**config.mk**
```make
export PLATFORM = sky130hd
export DESIGN_NAME = controller_fault_status_logic
export DESIGN_NICKNAME = d
export VERILOG_FILES = /design/src/design/controller_fault_status_logic.v
export VERILOG_INCLUDE_DIRS = /design/src /design/src/design
export SDC_FILE = /design/constraint.sdc
export NUM_CORES = 1
export LEC_CHECK = 0
export ABC_AREA = 1
export BUFFER_PORTS_ARGS = -buffer_cell sky130_fd_sc_hd__clkbuf_2
export CAP_MARGIN = 20
export CORE_UTILIZATION = 40
export DETAILED_ROUTE_END_ITERATION = 12
export GPL_TIMING_DRIVEN = 1
export PLACE_DENSITY = 0.68
export SYNTH_ARGS = -nofsm -noshare
export SYNTH_HDL_FRONTEND = slang
export SYNTH_SLANG_ARGS = --single-unit
```
**constraint.sdc**
```tcl
create_clock -name aclk -period 1.53 [get_ports aclk]
set_input_delay 0.306 -clock aclk [delete_from_list [all_inputs] [get_ports aclk]]
set_output_delay 0.306 -clock aclk [all_outputs]
set_load 0.02 [all_outputs]
```
**src/design/fault_status_defines.vh**
```
`ifndef FAULT_STATUS_DEFINES_VH
`define FAULT_STATUS_DEFINES_VH

// Register indices as printed; byte address is four times the index
`define IDX_MINOR_FLAG      4'h5
`define IDX_MAJOR_CODE      4'h6
`define ADDR_MINOR_FLAG     8'h14
`define ADDR_MAJOR_CODE     8'h18
`define ADDR_CONTROL        8'h00
`define ADDR_CLASS          8'h04
`define ADDR_IRQ_STATUS     8'h20
`define ADDR_IRQ_MASK       8'h24

// Minor flag word bit positions
`define BIT_CTRL_ERR        2
`define BIT_FAULT_IN_FAULT  3
`define BIT_RETENTIVE_LOST  8
`define BIT_TIMED_INT_LOST  10
`define BIT_FILTER_MOD      13
`define MINOR_WRITABLE      16'h250c

// Interrupt status bit positions
`define IRQ_MAJOR           0
`define IRQ_CTRL_ERR        1
`define IRQ_FAULT_IN_FAULT  2
`define IRQ_RETENTIVE_LOST  3
`define IRQ_TIMED_INT_LOST  4
`define IRQ_FILTER_MOD      5
`define IRQ_WIDTH           6

// Major error codes raised by this block
`define CODE_MINOR_AT_END   16'h0020
`define CODE_RETENTIVE_LOST 16'h0005

// Fault classes and code categories
`define CLASS_NON_USER      2'h0
`define CLASS_NON_RECOV     2'h1
`define CLASS_RECOV         2'h2
`define CAT_POWERUP         2'h0
`define CAT_GOING_TO_RUN    2'h1
`define CAT_RUN             2'h2
`define CAT_DOWNLOAD        2'h3

// Reset values
`define RESET_MINOR         16'h0000
`define RESET_CODE          16'h0000
`define RESET_IRQ_MASK      6'h00

`define RESP_OKAY           2'h0
`define RESP_SLVERR         2'h2

`endif

```
**src/design/controller_fault_status_logic.v**
```verilog
`timescale 1ns/1ps
`include "fault_status_defines.vh"

// Function
// [RQ1] Control-word error sets control-register error flag
// [RQ2] Flag still set at scan end: code 0020
// [RQ3] Program tests flag and clears it itself
// [RQ4] Major error inside fault routine sets flag
// [RQ5] Retentive loss sets flag until cleared
// [RQ6] Retentive flag set faults before first scan
// [RQ7] Timed interrupt overrun while pending sets flag
// [RQ8] Filter selection adjusted sets flag
// [RQ9] Declared major error writes its code
// [RQ10] Code word never cleared by hardware
// [RQ11] Program writes code then sets halted
// [RQ12] Each code belongs to one class
// [RQ13] Each code belongs to one category
// [RQ14] Recoverable fault cleared by resetting halted bit
// [RQ15] Non-user fault stops program, no routine
// [RQ16] Reserved flag bits read zero, ignore writes
// [RQ17] Code and halted update in same cycle
module controller_fault_status_logic (
	input  wire        aclk,
	input  wire        aresetn,
	input  wire [7:0]  s_axi_awaddr,
	input  wire        s_axi_awvalid,
	output wire        s_axi_awready,
	input  wire [31:0] s_axi_wdata,
	input  wire [3:0]  s_axi_wstrb,
	input  wire        s_axi_wvalid,
	output wire        s_axi_wready,
	output wire [1:0]  s_axi_bresp,
	output wire        s_axi_bvalid,
	input  wire        s_axi_bready,
	input  wire [7:0]  s_axi_araddr,
	input  wire        s_axi_arvalid,
	output wire        s_axi_arready,
	output wire [31:0] s_axi_rdata,
	output wire [1:0]  s_axi_rresp,
	output wire        s_axi_rvalid,
	input  wire        s_axi_rready,
	input  wire        control_word_error,
	input  wire        end_of_scan,
	input  wire        major_error_event,
	input  wire [15:0] major_error_code_in,
	input  wire        in_fault_routine,
	input  wire        retentive_data_lost,
	input  wire        before_first_scan,
	input  wire        timed_interrupt_expired,
	input  wire        timed_interrupt_busy,
	input  wire        timed_interrupt_pending,
	input  wire        filter_selection_adjusted,
	output wire        major_error_halted,
	output wire [15:0] major_error_code,
	output wire        run_fault_routine,
	output wire        stop_program,
	output wire        irq
);

	// Bus channel state and the fault registers themselves
	reg        awready_reg;
	reg        wready_reg;
	reg        bvalid_reg;
	reg [1:0]  bresp_reg;
	reg        arready_reg;
	reg        rvalid_reg;
	reg [31:0] rdata_reg;
	reg [1:0]  rresp_reg;
	reg [7:0]  wr_addr_reg;
	reg [31:0] wr_data_reg;
	reg [3:0]  wr_strb_reg;
	reg        aw_have_reg;
	reg        w_have_reg;
	reg [15:0] minor_reg;
	reg [15:0] code_reg;
	reg        halted_reg;
	reg        stop_reg;
	reg        routine_reg;
	reg        irq_reg;
	reg [`IRQ_WIDTH-1:0] irq_status_reg;
	reg [`IRQ_WIDTH-1:0] irq_mask_reg;

	// Next values and decode results, all combinational
	reg [15:0] minor_next;
	reg [15:0] code_next;
	reg        halted_next;
	reg        declare;
	reg [15:0] declare_code;
	reg [15:0] wr_mask;
	reg [`IRQ_WIDTH-1:0] irq_set;
	reg [`IRQ_WIDTH-1:0] irq_status_next;
	reg [31:0] rd_data;
	reg        rd_ok;

	// A write lands only when both halves are in and no response waits,
	// so a slow response taker cannot lose a second write
	wire wr_fire = aw_have_reg && w_have_reg && !bvalid_reg;
	wire rd_fire = s_axi_arvalid && arready_reg;

	assign s_axi_awready = awready_reg;
	assign s_axi_wready  = wready_reg;
	assign s_axi_bvalid  = bvalid_reg;
	assign s_axi_bresp   = bresp_reg;
	assign s_axi_arready = arready_reg;
	assign s_axi_rvalid  = rvalid_reg;
	assign s_axi_rdata   = rdata_reg;
	assign s_axi_rresp   = rresp_reg;
	assign major_error_halted = halted_reg;
	assign major_error_code   = code_reg;
	assign run_fault_routine  = routine_reg;
	assign stop_program       = stop_reg;
	assign irq                = irq_reg;

	// Fault class of a code; unknown codes are application faults
	function [1:0] code_class;
		input [15:0] c;
		begin
			case (c)
			16'h0001, 16'h0002, 16'h0003, 16'h0008, 16'h0009,
			16'h0010, 16'h0004, 16'h0031, 16'h0038:
				code_class = `CLASS_NON_USER;
			16'h0022, 16'h0024, 16'h0025, 16'h0027, 16'h002a,
			16'h002b, 16'h0030, 16'h0035, 16'h0040:
				code_class = `CLASS_NON_RECOV;
			default:
				code_class = `CLASS_RECOV;
			endcase
		end
	endfunction

	// Category of a code by the phase in which it arises
	function [1:0] code_category;
		input [15:0] c;
		begin
			case (c)
			16'h0001, 16'h0002, 16'h0003, 16'h0008, 16'h0009:
				code_category = `CAT_POWERUP;
			16'h0005, 16'h0010, 16'h0016:
				code_category = `CAT_GOING_TO_RUN;
			default:
				if (c >= 16'h0004 && c <= 16'h004f)
					code_category = `CAT_RUN;
				else
					code_category = `CAT_DOWNLOAD;
			endcase
		end
	endfunction

	// Byte-lane mask for the 16-bit registers
	function [15:0] lane_mask;
		input [3:0] s;
		begin
			lane_mask = {{8{s[1]}}, {8{s[0]}}};
		end
	endfunction

	// Major error source selection; core errors take priority
	always @* begin
		declare = 1'b0;
		declare_code = code_reg;
		if (major_error_event) begin
			declare = 1'b1;
			declare_code = major_error_code_in;
		end else if (end_of_scan && minor_reg[`BIT_CTRL_ERR]) begin
			declare = 1'b1; // [RQ2]
			declare_code = `CODE_MINOR_AT_END;
		end else if (before_first_scan &&
		             minor_reg[`BIT_RETENTIVE_LOST]) begin
			declare = 1'b1; // [RQ6]
			declare_code = `CODE_RETENTIVE_LOST;
		end else if (wr_fire && wr_addr_reg == `ADDR_CONTROL &&
		             wr_strb_reg[0] && wr_data_reg[0] && !halted_reg) begin
			declare = 1'b1; // [RQ11]
			declare_code = code_reg;
		end
	end

	// Flag word, code and halted next values; hardware sets beat writes
	always @* begin
		wr_mask = lane_mask(wr_strb_reg) & `MINOR_WRITABLE; // [RQ16]
		minor_next = minor_reg;
		code_next = code_reg;
		halted_next = halted_reg;
		if (wr_fire && wr_addr_reg == `ADDR_MINOR_FLAG)
			minor_next = (minor_reg & ~wr_mask) |
			             (wr_data_reg[15:0] & wr_mask); // [RQ3]
		if (wr_fire && wr_addr_reg == `ADDR_MAJOR_CODE)
			code_next = (code_reg & ~lane_mask(wr_strb_reg)) |
			            (wr_data_reg[15:0] & lane_mask(wr_strb_reg));
		// Only a recoverable fault may be cleared by software
		if (wr_fire && wr_addr_reg == `ADDR_CONTROL && wr_strb_reg[0] &&
		    !wr_data_reg[0] && in_fault_routine &&
		    code_class(code_reg) == `CLASS_RECOV)
			halted_next = 1'b0; // [RQ14]
		if (control_word_error)
			minor_next[`BIT_CTRL_ERR] = 1'b1; // [RQ1]
		if (declare && halted_reg && in_fault_routine)
			minor_next[`BIT_FAULT_IN_FAULT] = 1'b1; // [RQ4]
		if (retentive_data_lost)
			minor_next[`BIT_RETENTIVE_LOST] = 1'b1; // [RQ5]
		if (timed_interrupt_expired && timed_interrupt_busy &&
		    timed_interrupt_pending)
			minor_next[`BIT_TIMED_INT_LOST] = 1'b1; // [RQ7]
		if (filter_selection_adjusted)
			minor_next[`BIT_FILTER_MOD] = 1'b1; // [RQ8]
		// Code and halted move together; code only changes by overwrite
		if (declare) begin
			code_next = declare_code; // [RQ9] [RQ10]
			halted_next = 1'b1; // [RQ17]
		end
	end

	// Interrupt events: set wins over a same-cycle write-one clear
	always @* begin
		irq_set = {`IRQ_WIDTH{1'b0}};
		irq_set[`IRQ_MAJOR] = declare;
		irq_set[`IRQ_CTRL_ERR] = control_word_error;
		irq_set[`IRQ_FAULT_IN_FAULT] = declare && halted_reg &&
		                               in_fault_routine;
		irq_set[`IRQ_RETENTIVE_LOST] = retentive_data_lost;
		irq_set[`IRQ_TIMED_INT_LOST] = timed_interrupt_expired &&
		                               timed_interrupt_busy &&
		                               timed_interrupt_pending;
		irq_set[`IRQ_FILTER_MOD] = filter_selection_adjusted;
		irq_status_next = irq_status_reg;
		if (wr_fire && wr_addr_reg == `ADDR_IRQ_STATUS && wr_strb_reg[0])
			irq_status_next = irq_status_reg &
			                  ~wr_data_reg[`IRQ_WIDTH-1:0];
		irq_status_next = irq_status_next | irq_set;
	end

	// Read decode; unmapped addresses answer SLVERR with zero data
	always @* begin
		rd_data = 32'h00000000;
		rd_ok = 1'b1;
		case (s_axi_araddr)
		`ADDR_CONTROL:
			rd_data = {30'h00000000, stop_reg, halted_reg};
		`ADDR_CLASS:
			rd_data = {28'h0000000, code_category(code_reg),
			           code_class(code_reg)}; // [RQ12] [RQ13]
		`ADDR_MINOR_FLAG:
			rd_data = {16'h0000, minor_reg}; // [RQ16]
		`ADDR_MAJOR_CODE:
			rd_data = {16'h0000, code_reg};
		`ADDR_IRQ_STATUS:
			rd_data = {26'h0000000, irq_status_reg};
		`ADDR_IRQ_MASK:
			rd_data = {26'h0000000, irq_mask_reg};
		default:
			rd_ok = 1'b0;
		endcase
	end

	// Write channels: address and data taken separately, any order
	always @(posedge aclk) begin
		if (!aresetn) begin
			awready_reg <= 1'b0;
			wready_reg <= 1'b0;
			aw_have_reg <= 1'b0;
			w_have_reg <= 1'b0;
			wr_addr_reg <= 8'h00;
			wr_data_reg <= 32'h00000000;
			wr_strb_reg <= 4'h0;
			bvalid_reg <= 1'b0;
			bresp_reg <= `RESP_OKAY;
		end else begin
			awready_reg <= !aw_have_reg && !(s_axi_awvalid && awready_reg);
			wready_reg <= !w_have_reg && !(s_axi_wvalid && wready_reg);
			if (s_axi_awvalid && awready_reg) begin
				aw_have_reg <= 1'b1;
				wr_addr_reg <= s_axi_awaddr;
			end
			if (s_axi_wvalid && wready_reg) begin
				w_have_reg <= 1'b1;
				wr_data_reg <= s_axi_wdata;
				wr_strb_reg <= s_axi_wstrb;
			end
			if (wr_fire) begin
				aw_have_reg <= 1'b0;
				w_have_reg <= 1'b0;
				bvalid_reg <= 1'b1;
				case (wr_addr_reg)
				`ADDR_CONTROL, `ADDR_MINOR_FLAG, `ADDR_MAJOR_CODE,
				`ADDR_IRQ_STATUS, `ADDR_IRQ_MASK, `ADDR_CLASS:
					bresp_reg <= `RESP_OKAY;
				default:
					bresp_reg <= `RESP_SLVERR;
				endcase
			end else if (bvalid_reg && s_axi_bready) begin
				bvalid_reg <= 1'b0;
			end
		end
	end

	// Read channel: one read in flight, data registered at acceptance
	always @(posedge aclk) begin
		if (!aresetn) begin
			arready_reg <= 1'b0;
			rvalid_reg <= 1'b0;
			rdata_reg <= 32'h00000000;
			rresp_reg <= `RESP_OKAY;
		end else begin
			arready_reg <= !rvalid_reg && !rd_fire;
			if (rd_fire) begin
				rvalid_reg <= 1'b1;
				rdata_reg <= rd_data;
				rresp_reg <= rd_ok ? `RESP_OKAY : `RESP_SLVERR;
			end else if (rvalid_reg && s_axi_rready) begin
				rvalid_reg <= 1'b0;
			end
		end
	end

	// Fault state; a stop for a non-user fault holds until reset
	always @(posedge aclk) begin
		if (!aresetn) begin
			minor_reg <= `RESET_MINOR;
			code_reg <= `RESET_CODE;
			halted_reg <= 1'b0;
			stop_reg <= 1'b0;
			routine_reg <= 1'b0;
			irq_status_reg <= {`IRQ_WIDTH{1'b0}};
			irq_mask_reg <= `RESET_IRQ_MASK;
			irq_reg <= 1'b0;
		end else begin
			minor_reg <= minor_next;
			code_reg <= code_next;
			halted_reg <= halted_next;
			routine_reg <= 1'b0;
			if (declare) begin
				if (code_class(declare_code) == `CLASS_NON_USER)
					stop_reg <= 1'b1; // [RQ15]
				else
					routine_reg <= 1'b1; // [RQ14]
			end
			irq_status_reg <= irq_status_next;
			if (wr_fire && wr_addr_reg == `ADDR_IRQ_MASK && wr_strb_reg[0])
				irq_mask_reg <= wr_data_reg[`IRQ_WIDTH-1:0];
			irq_reg <= |(irq_status_next & irq_mask_reg);
		end
	end

endmodule

```
# == Yosys cells after proc, flatten, opt, wreduce, memory -nomap -nowiden ==
# Cells that the tools add are included.
# totals
output_inout_bits,61
mem_bits_rw,0
memories,0
word_cells,186
latchBits,0
romBits,0
in_bits,85
register_bits,117
# op_classes
n_lt_le_gt_ge,2
multipliers,0
n_reduce_logical,63
n_shift,0
eq_ne,49
mux,33
n_div,0
bitwise,13
n_addsub,0
# op_table
op,count
"equality test 16 x 6 -> 1 bit, second input constant",20
case mux 16 bit (6 select lines),1
two-way mux 16 bit,5
"equality test 16 x 2 -> 1 bit, second input constant",4
"equality test 16 x 4 -> 1 bit, second input constant",4
AND 16 bit,3
"equality test 16 x 3 -> 1 bit, second input constant",3
"equality test 16 x 5 -> 1 bit, second input constant",3
OR reduction 9 bit,4
"equality test 16 x 1 -> 1 bit, second input constant",2
"equality test 16 x 7 -> 1 bit, second input constant",2
"equality test 8 x 5 -> 1 bit, second input constant",4
"equality test 8 x 6 -> 1 bit, second input constant",4
OR 16 bit,2
logical AND 1 bit,30
two-way mux 1 bit,18
nonzero test 2 bit,9
OR reduction 6 bit,3
AND 16 x 14 -> 16 bit,1
"equality test 8 x 3 -> 1 bit, second input constant",2
">= comparator 16 x 3 -> 1 bit, second input constant",1
"<= comparator 16 x 7 -> 1 bit, second input constant",1
logical NOT 8 bit,2
NOT 14 -> 16 bit,1
other kinds (16),31

# == Longest topological paths before layout ==
# Gate-level depths: netlist of the first run.
# logic_depth
word_depth,15
depth_mapped,14
ltp_nobuf,13

# == Least setup slack after synthesis of the first run ==
# OpenSTA, ideal clock, no wires.
# synth_path
kind,reg2reg
start,"register bvalid_reg, in the netlist s_axi_bvalid"
end,register (tool-made name)
setup_ns,0.132
path_buffers,1
path_stages_with_launch,12
arrival_time_ns,1.425
period_less_slack_ns,1.557
required_ns,1.398
path_slack_ns,-0.027
cell_sequence,dfxtp_1 -> inv_1 -> nand3_2 -> inv_2 -> nand2_2 -> nor2_4 -> nand2_2 -> nand2_4 -> inv_2 -> buf_2 -> o21ai_0 -> a21oi_1
# synth_lines
item,line_no,rtl
from (decl),controller_fault_status_logic.v:63,reg bvalid_reg;
from (signal assigned),controller_fault_status_logic.v:265,bvalid_reg <= 1'b0;
from (signal assigned),controller_fault_status_logic.v:282,bvalid_reg <= 1'b1;
from (signal assigned),controller_fault_status_logic.v:291,bvalid_reg <= 1'b0;

# == Final worst setup path of the first run ==
# layout_path
start,register minor_reg[2]
end,"register stop_reg, in the netlist stop_program"
# layout_between
elab_chain_len,10
word_cells_on_any_way,30
classes_between,eq/ne: 18; mux: 7; reduce/logical: 5
# layout_lines
item,line_no,rtl
from (decl),controller_fault_status_logic.v:74,reg [15:0] minor_reg;
from (signal assigned),controller_fault_status_logic.v:318,minor_reg <= `RESET_MINOR;
from (signal assigned),controller_fault_status_logic.v:327,minor_reg <= minor_next;
logical AND 1 bit (*),controller_fault_status_logic.v:164,end else if (end_of_scan && minor_reg[`BIT_CTRL_ERR]) begin
two-way mux 16 bit,controller_fault_status_logic.v:164,
two-way mux 16 bit,controller_fault_status_logic.v:161,if (major_error_event) begin
equality test 16 x 6 -> 1 bit (tied with other cells),controller_fault_status_logic.v:118,case (c)
OR reduction 9 bit,controller_fault_status_logic.v:118,
case mux 2 bit (2 select lines),controller_fault_status_logic.v:118,
two-way mux 2 bit,controller_fault_status_logic.v:331,if (declare) begin
two-way mux 2 bit,controller_fault_status_logic.v:317,if (!aresetn) begin
logical NOT 2 bit (no source line),n/a,
AND reduction 2 bit (no source line) (*),n/a,
to (signal assigned),controller_fault_status_logic.v:321,stop_reg <= 1'b0;
to (signal assigned),controller_fault_status_logic.v:333,stop_reg <= 1'b1;
to (decl),controller_fault_status_logic.v:77,reg stop_reg;
# Mark *: on every way between the ends. The rest lies on a longest branch, timed or not. The select of a mux whose other input is x is not followed.
# A chain may end at the register's enable or synchronous reset.

==> reports/qor.yml, run 1 <==
hold_path.class: "input port to register"
antenna_found_initial: 0
grt_usage_pct: 23.7
leakage_nw: 3.21
ir_drop_mv: 0.621
netlist_area_sq_mm: 0.00460
violations: "setup timing"
crit_fanout: 5
root_buffer: "clkbuf_16"
r2r-end: "stop_program"
coreArea_sq_mm: 0.0110
synthArstFlopShare_pct: 0
path_clk_slew_ns: 0.06
p_total_mw: 6.04
powerDensity_mw_per_mm2: 900
cp_data_arrival_time_ns: 1.90
cts_made_buffers: 9
yosysTopAreaCellShare_pct: 38.3
critical-path-max-stage-delay_ns: 0.37
r2r_setup_slack_ns: -0.08
fin_crit_sh_pct: 105
wl_per_cell_microns: 13.3
crit_type: "register to register"
hpwlAfterDp_mm: 10.6
fmax_mhz: 622
pin_count: 146
synth_edf_count: 0
htreeDepth: 3
ys.flop_type: "dfxtp_1"
routed_wl_mm: 14.0
avgViaCountPerCell: 4.90
drt-initial-drc-count: 374
fp.dieH_microns: 109
insertion_delay_ns: 0.34
synth-seq-cells: 88
fin_nets: 993
ys_top_cells_by_area: "dfxtp_1 38%, nand2_1 13%, o21ai_0 8.4%"
gp_congestion: 0.915
start_util_pct: 41.7
r2r_start: "minor_reg[2]"
path_cells: "a21oi_4 -> buf_4 -> o21ai_1 -> o21ai_1 -> inv_1 -> or2_1 -> nand2_1 -> nand2_2 -> nand2_2 -> nand3_2 -> nand2_1"
rsz0062_at_grt: "yes"
syn_area_per_cell_sq_um: 6.64
yosysMostFrequentCell: "nand2_1"
synth_warnings: 0
firstDrtPassIters: 5
rows: 38
die_area_sq_mm: 0.0119
start_kind: "register"
startpoint: "minor_reg[2]"
drc: 0
slowest_stage: "dfxtp_4"
finalMaxSlewViolations: 0
cts.path.max_buffers: 2
final.setup.worst_slack_ns: -0.0779
final_layout_size_suffix_gt1_share_pct: 37.4
vias: 5160
area_growth_pct: 45.8
io_buffers: 109
cp-end-kind: "register"
setup_violations: 17
drtAntennaViolNets: 0
postCtsHoldBufs: 0
ys_top_cells_by_count: "157 x nand2_1, 88 x dfxtp_1, 86 x nor2_1, 77 x o21ai_0, 67 x inv_1"
ys_seq_area_share_pct: 38.3
endpoint: "stop_program"
r2r_cells: 11
skew_ns: 0.00575
ys_types: 39
diodes: 0
cap_violations: 0
syn_inst: 693
grt_remaining_overflow: 0
crit_required_ns: 1.82
cts.sinks: 88
whs_ns: 0.206
finalHoldViolCount: 0
cts_tree: "built"
outcome: "finished, violations left"
die_width_microns: 109
period_minus_slack_ns: 1.61
synth_area_leader_cell: "dfxtp_1"
grt_pass1_wl_mm: 21.8
grt_max_degree: 49
grt_pass1_vias: 4580
==> power breakdown <==
group,leakage (nW),switching [mW],internal [mW],total [mW]
Combinational,2.34,0.818,0.620,1.44
Sequential,0.726,0.106,2.42,2.53
Clock,0.142,0.888,1.18,2.07
==> logic make-up after synthesis <==
group / count (synthesis) / share of synthesized area (%)
AO/OA/AOI/OAI: 149 / 17.8
flip-flops: 88 / 38.3
buffers and inverters: 114 / 11.1
AND/OR/NAND/NOR: 341 / 32.7
other: 1 / 0.0815
==> routing by layer <==
layer / GRT usage [%] / routed length (microns)
met3: 3.95 / 726
met5: 0 / 0
met4: 7.14 / 238
met1: 31.6 / 6370
met2: 39.1 / 6680
==> stage by stage <==
stage	setup slack (ns)	TNS [ns]	area (sq um)	util (%)	cells
5_1_grt	-0.214	-3.00	6710	60.8	1052
2_1_floorplan	0.00992	0	4660	-	710
3_5_place_dp	-0.215	-2.51	5990	54.3	1026
3_3_place_gp	-0.182	-2.41	5990	54.3	1026
4_1_cts	-0.0606	-0.517	6390	57.9	1046
6_report	-0.0779	-0.665	6710	60.8	1052
==> critical path: cells and delay by family, from the launching register on <==
kind	cells	cell delay, ns
AOI/OAI and AO/OA	3	0.35
and+or+nand+nor	6	0.56
buffers and inverters	2	0.27
DFF	1	0.37
==> timing repair <==
| item | 4_1_cts | 5_1_grt |
|---|---|---|
| gates resized for setup | 40 | 81 |
| setup buffers | 5 | 6 |
| setup endpoints to repair | 24 | 37 |
| pin swaps | 3 | 27 |
==> worst min path at each step <==
stage / slack, ns / depth (start not counted) / endpoint / startpoint
detailed placement: 0.44 / 2 / s_axi_rdata[8] / s_axi_rdata[8]
global placement: 0.44 / 2 / s_axi_rdata[10] / s_axi_rdata[10]
floorplan: 0.42 / 2 / wr_data_reg[11] / wr_data_reg[11]
CTS: 0.20 / 3 / wr_addr_reg[2] / s_axi_awaddr[2]
global route: 0.24 / 3 / wr_data_reg[1] / s_axi_wdata[1]
finish: 0.21 / 4 / s_axi_rvalid / s_axi_rready
==> layout by cell type (no fill, tap or decap), drive strengths merged, types with 4 or more instances in the layout <==
cell type  instances
a31oi              6
conb              18
nand2            163
clkbuf           120
a21oi             41
nand4             10
nor4               5
nand3             53
buf              118
nor2              94
clkinv             4
o21ai             89
dfxtp             88
nor3              13
inv               74
==> cell type report <==
class	count	area [sq um]
fill	1037	4320
multi-input combinational	508	2680
sequential	88	1780
timing repair buffer	227	1500
inverter	74	285
clock buffer	11	253
tap	140	175
clock inverter	4	27.5
Power figures use the tool's default switching activity.
==> run 2, diff against run 1 <==
- PLACE_DENSITY: 0.68 -> 0.65
- clock period: 1.53 -> 1.6 ns (I/O delays scaled with it)
==> reports/qor.yml, run 2 (synthesis results as in run 1) <==
htreeDepth: 3
finalMaxSlewViolations: 0
grt_remaining_overflow: 0
fp.dieH_microns: 109
rows: 38
start_kind: "register"
pin_count: 146
dp_slack_ns: -0.171
r2r_setup_slack_ns: -0.1
endpoint: "irq"
cap_violations: 0
coreArea_sq_mm: 0.0110
fmax_mhz: 589
startpoint: "wr_addr_reg[1]"
final.setup.worst_slack_ns: -0.0980
drc: 0
outcome: "finished, violations left"
violations: "setup timing"
r2r_start: "wr_addr_reg[1]"
leakage_nw: 3.08
hpwlAfterDp_mm: 10.8
cts.sinks: 88
grt_pass1_wl_mm: 21.9
finalHoldViolCount: 0
fin_nets: 963
avgViaCountPerCell: 5.05
fin_tns_setup_ns: -0.994
antenna_found_initial: 0
path_delay_family: "simple AND/OR/NAND/NOR gates"
rsz0062_at_grt: "yes"
grt_pass1_vias: 4640
grt_usage_pct: 23.8
path_depth: 12
hold_path.class: "input port to register"
final_common_cell: "nand2_1"
cp_data_arrival_time_ns: 1.96
cp-end-kind: "register"
whs_ns: 0.222
crit_fanout: 2
cts_tree: "built"
diodes: 0
r2r-end: "irq"
dp_cells: 1001
fin_cells: 1023
drt-initial-drc-count: 356
wl_per_cell_microns: 14.0
start_util_pct: 41.7
final_layout_size_suffix_gt1_share_pct: 34.0
die_area_sq_mm: 0.0119
skew_ns: 0.00793
firstDrtPassIters: 5
r2r_cells: 12
cts.path.max_buffers: 2
p_total_mw: 6.06
crit_required_ns: 1.87
drtAntennaViolNets: 0
dpl_cell_area_sq_mm: 0.00581
utilization_pct: 58.7
insertion_delay_ns: 0.35
vias: 5164
path_cells: "nor2_4 -> nand2_2 -> nor3_4 -> nand2_2 -> nor2_4 -> nand2_4 -> buf_4 -> nand3_1 -> nand2_1 -> nand3_1 -> nor2_1 -> nor2_1"
io_buffers: 109
gp_congestion: 0.977
ir_drop_mv: 0.696
setup_violations: 20
powerDensity_mw_per_mm2: 935
postCtsHoldBufs: 0
path_clk_slew_ns: 0.07
postLayoutCellArea_sq_mm: 0.00647
period_minus_slack_ns: 1.70
grt_max_degree: 49
routed_wl_mm: 14.3
root_buffer: "clkbuf_16"
mostFrequentLayoutCells: "152 x nand2_1, 109 x clkbuf_2, 78 x dfxtp_1, 78 x buf_4, 71 x nor2_1"
cts_made_buffers: 9
die_width_microns: 109
fin_crit_sh_pct: 106
area_growth_pct: 40.8
crit_type: "register to register"
path_buf_inv: 1
critical-path-max-stage-delay_ns: 0.34
slowest_stage: "dfxtp_2"
run 2: cell count changes in the layout (fill, tap and decap cells not counted), sizes merged:
cell	delta
clkinv	-3
clkbuf	-2
buf	-30
inv	+3
clkinvlp	+1
bufinv	+2
run 2: repair_timing:
item,in CTS,in global routing
pin swaps,3,15
setup buffers,4,2
hold endpoints to repair,0,0
endpoints found under the setup margin,18,32
resized for setup,21,79
run 2: final cells by class:
cell class	count	area, sq um
Inverter	74	285
Clock buffer	9	225
Sequential cell	88	1770
Multi-Input combinational cell	508	2630
Clock inverter	7	108
Timing Repair Buffer	197	1280
Tap cell	140	175
Fill cell	1050	4560
run 2: worst reg2reg max path, stage by stage (launching register included):
cell and delay, ns:
dfxtp_2 0.34, nor2_4 0.11, nand2_2 0.08, nor3_4 0.21, nand2_2 0.10, nor2_4 0.14, nand2_4 0.09, buf_4 0.14
nand3_1 0.08, nand2_1 0.05, nand3_1 0.07, nor2_1 0.04, nor2_1 0.15
run 2: worst min path at each step:
stage                     depth (start not counted)  slack [ns]       startpoint               to
after floorplan                                   2        0.42  wr_data_reg[11]  wr_data_reg[11]
final                                             3        0.22   s_axi_wdata[3]   wr_data_reg[3]
after detailed placement                          2        0.44   s_axi_rdata[0]   s_axi_rdata[0]
after global routing                              4        0.24     s_axi_rready     s_axi_rvalid
after CTS                                         3        0.22  s_axi_awaddr[0]   wr_addr_reg[0]
after global placement                            2        0.44   s_axi_rdata[8]   s_axi_rdata[8]
run 2: power by group:
| part | switching (mW) | internal (mW) |
|---|---|---|
| clock | 0.979 | 1.40 |
| sequential | 0.107 | 2.32 |
| combinational | 0.754 | 0.496 |
| total | 1.84 | 4.22 |
run 2: per-layer routing:
layer	vias up	track usage (%)	share of wire (%)
li1	2619	-	-
met1	2315	31.2	45
met2	203	39.0	47
met3	27	4.18	6.2
met4	0	8.95	2.1
met5	-	0	0
==> run 3, diff against run 2 <==
- BUFFER_PORTS_ARGS: -buffer_cell sky130_fd_sc_hd__clkbuf_2 -> -buffer_cell sky130_fd_sc_hd__buf_2
- CORE_UTILIZATION: 40 -> 51
- HOLD_SLACK_MARGIN: default -> 0.15
- PLACE_DENSITY: 0.65 -> 0.8
==> reports/qor.yml, run 3 (synthesis results as in run 1) <==
cts.path.max_buffers: 2
rows: 34
finalMaxSlewViolations: 0
critical-path-max-stage-delay_ns: 0.39
fin_nets: 960
final_layout_size_suffix_gt1_share_pct: 34.9
grt_remaining_overflow: 0
r2r_start: "minor_reg[2]"
cp_data_arrival_time_ns: 1.92
cp-end-kind: "register"
path_cells: "nand2_2 -> nand2_4 -> nor2_4 -> nand2_1 -> nand2_1 -> nor2_2 -> nand3_2 -> nor2_4 -> nand2_1 -> nor2_2 -> nand3_1 -> nand2_1"
ir_drop_mv: 0.721
startpoint: "minor_reg[2]"
start_util_pct: 52.7
cts.sinks: 88
r2r_setup_slack_ns: -0.02
cpMostUsedCell: "nand2_1"
drt-initial-drc-count: 404
multi_input_area_sq_mm: 0.00264
finalHoldViolCount: 0
dp_slack_ns: -0.165
insertion_delay_ns: 0.36
slowest_stage: "dfxtp_4"
routed_wl_mm: 13.9
whs_ns: 0.206
hold_path.class: "input port to register"
nFillCells: 704
crit_fanout: 8
cap_violations: 0
root_buffer: "clkbuf_8"
drtAntennaViolNets: 0
avgViaCountPerCell: 5.36
mostFrequentLayoutCells: "148 x nand2_1, 109 x buf_2, 77 x dfxtp_1, 77 x buf_4, 67 x nor2_1"
fp.dieH_microns: 97.0
fmax_mhz: 618
area_growth_pct: 36.2
die_area_sq_mm: 0.00940
leakage_nw: 3.01
rsz0062_at_grt: "yes"
setup_violations: 3
crit_required_ns: 1.91
vias: 5292
grt_max_degree: 45
grt_pass1_wl_mm: 22.0
period_minus_slack_ns: 1.62
postCtsHoldBufs: 0
firstDrtPassIters: 5
drc: 0
r2r-end: "stop_program"
coreArea_sq_mm: 0.00872
regArea_sq_mm: 0.00178
diodes: 0
final.setup.worst_slack_ns: -0.0180
start_kind: "register"
crit_type: "register to register"
antenna_found_initial: 0
fin_crit_sh_pct: 101
pin_count: 146
path_clk_slew_ns: 0.09
grt_usage_pct: 28.5
die_width_microns: 97.0
final_common_cell: "nand2_1"
wl_per_cell_microns: 14.1
cts_made_buffers: 9
skew_ns: 0.00994
grt_pass1_vias: 4918
outcome: "finished, violations left"
gp_congestion: 0.959
io_buffers: 109
endpoint: "stop_program"
r2r_cells: 12
htreeDepth: 3
fin_tns_setup_ns: -0.0331
cts_tree: "built"
violations: "setup timing"
hpwlAfterDp_mm: 10.4
powerDensity_mw_per_mm2: 820
## run 3: stage by stage
| stage | power [mW] | std cells | area [sq um] | util, % |
|---|---|---|---|---|
| after floorplan | 3.12 | 710 | 4660 | - |
| after global placement | 3.52 | 965 | 5750 | 65.9 |
| after detailed placement | 3.55 | 965 | 5750 | 65.9 |
| after CTS | 5.02 | 985 | 6050 | 69.3 |
| after global routing | 5.36 | 988 | 6260 | 71.8 |
| final | 5.14 | 988 | 6260 | 71.8 |
## run 3: what timing repair did
| action | CTS | global route |
|---|---|---|
| buffers inserted | 4 | 3 |
| resized for setup | 39 | 73 |
| pin swaps | 3 | 14 |
| endpoints found under the setup margin | 16 | 29 |
## run 3: how the worst min path moves through the flow
| stage | start | to | depth (start not counted) |
|---|---|---|---|
| floorplan | wr_data_reg[11] | wr_data_reg[11] | 2 |
| global placement | s_axi_rdata[10] | s_axi_rdata[10] | 2 |
| detailed placement | s_axi_rdata[3] | s_axi_rdata[3] | 2 |
| CTS | s_axi_wdata[15] | wr_data_reg[15] | 3 |
| global route | s_axi_rready | s_axi_rvalid | 4 |
| finish | s_axi_wdata[1] | wr_data_reg[1] | 3 |
## run 3: final cells by class
cell class | instances | share of cell area [%]
clock buffers | 12 | 2.48
clock inverters | 4 | 0.419
inverters | 74 | 4.51
flip-flops and latches | 88 | 28.4
multi-input cells | 508 | 42.1
repair buffers | 194 | 19.9
well taps | 108 | 2.16
## run 3: critical path, delay by kind of cell (launching register included)
family / cells / cell delay, ns
DFF: 1 / 0.39
and+or+nand+nor: 12 / 1.19
## run 3: layer usage
layer / track usage, % / up-vias / wire [microns]
met5: 0 / - / 0
met4: 13.5 / 0 / 539
met3: 4.41 / 45 / 959
met2: 47.8 / 250 / 6610
met1: 35.7 / 2390 / 5830
li1: - / 2607 / -
## run 3: power by group
| part | internal [mW] | leakage [nW] | switching, mW |
|---|---|---|---|
| combinational | 0.498 | 2.19 | 0.755 |
| sequential | 2.32 | 0.726 | 0.107 |
| clock | 0.652 | 0.0928 | 0.810 |
| total | 3.46 | 3.01 | 1.67 |
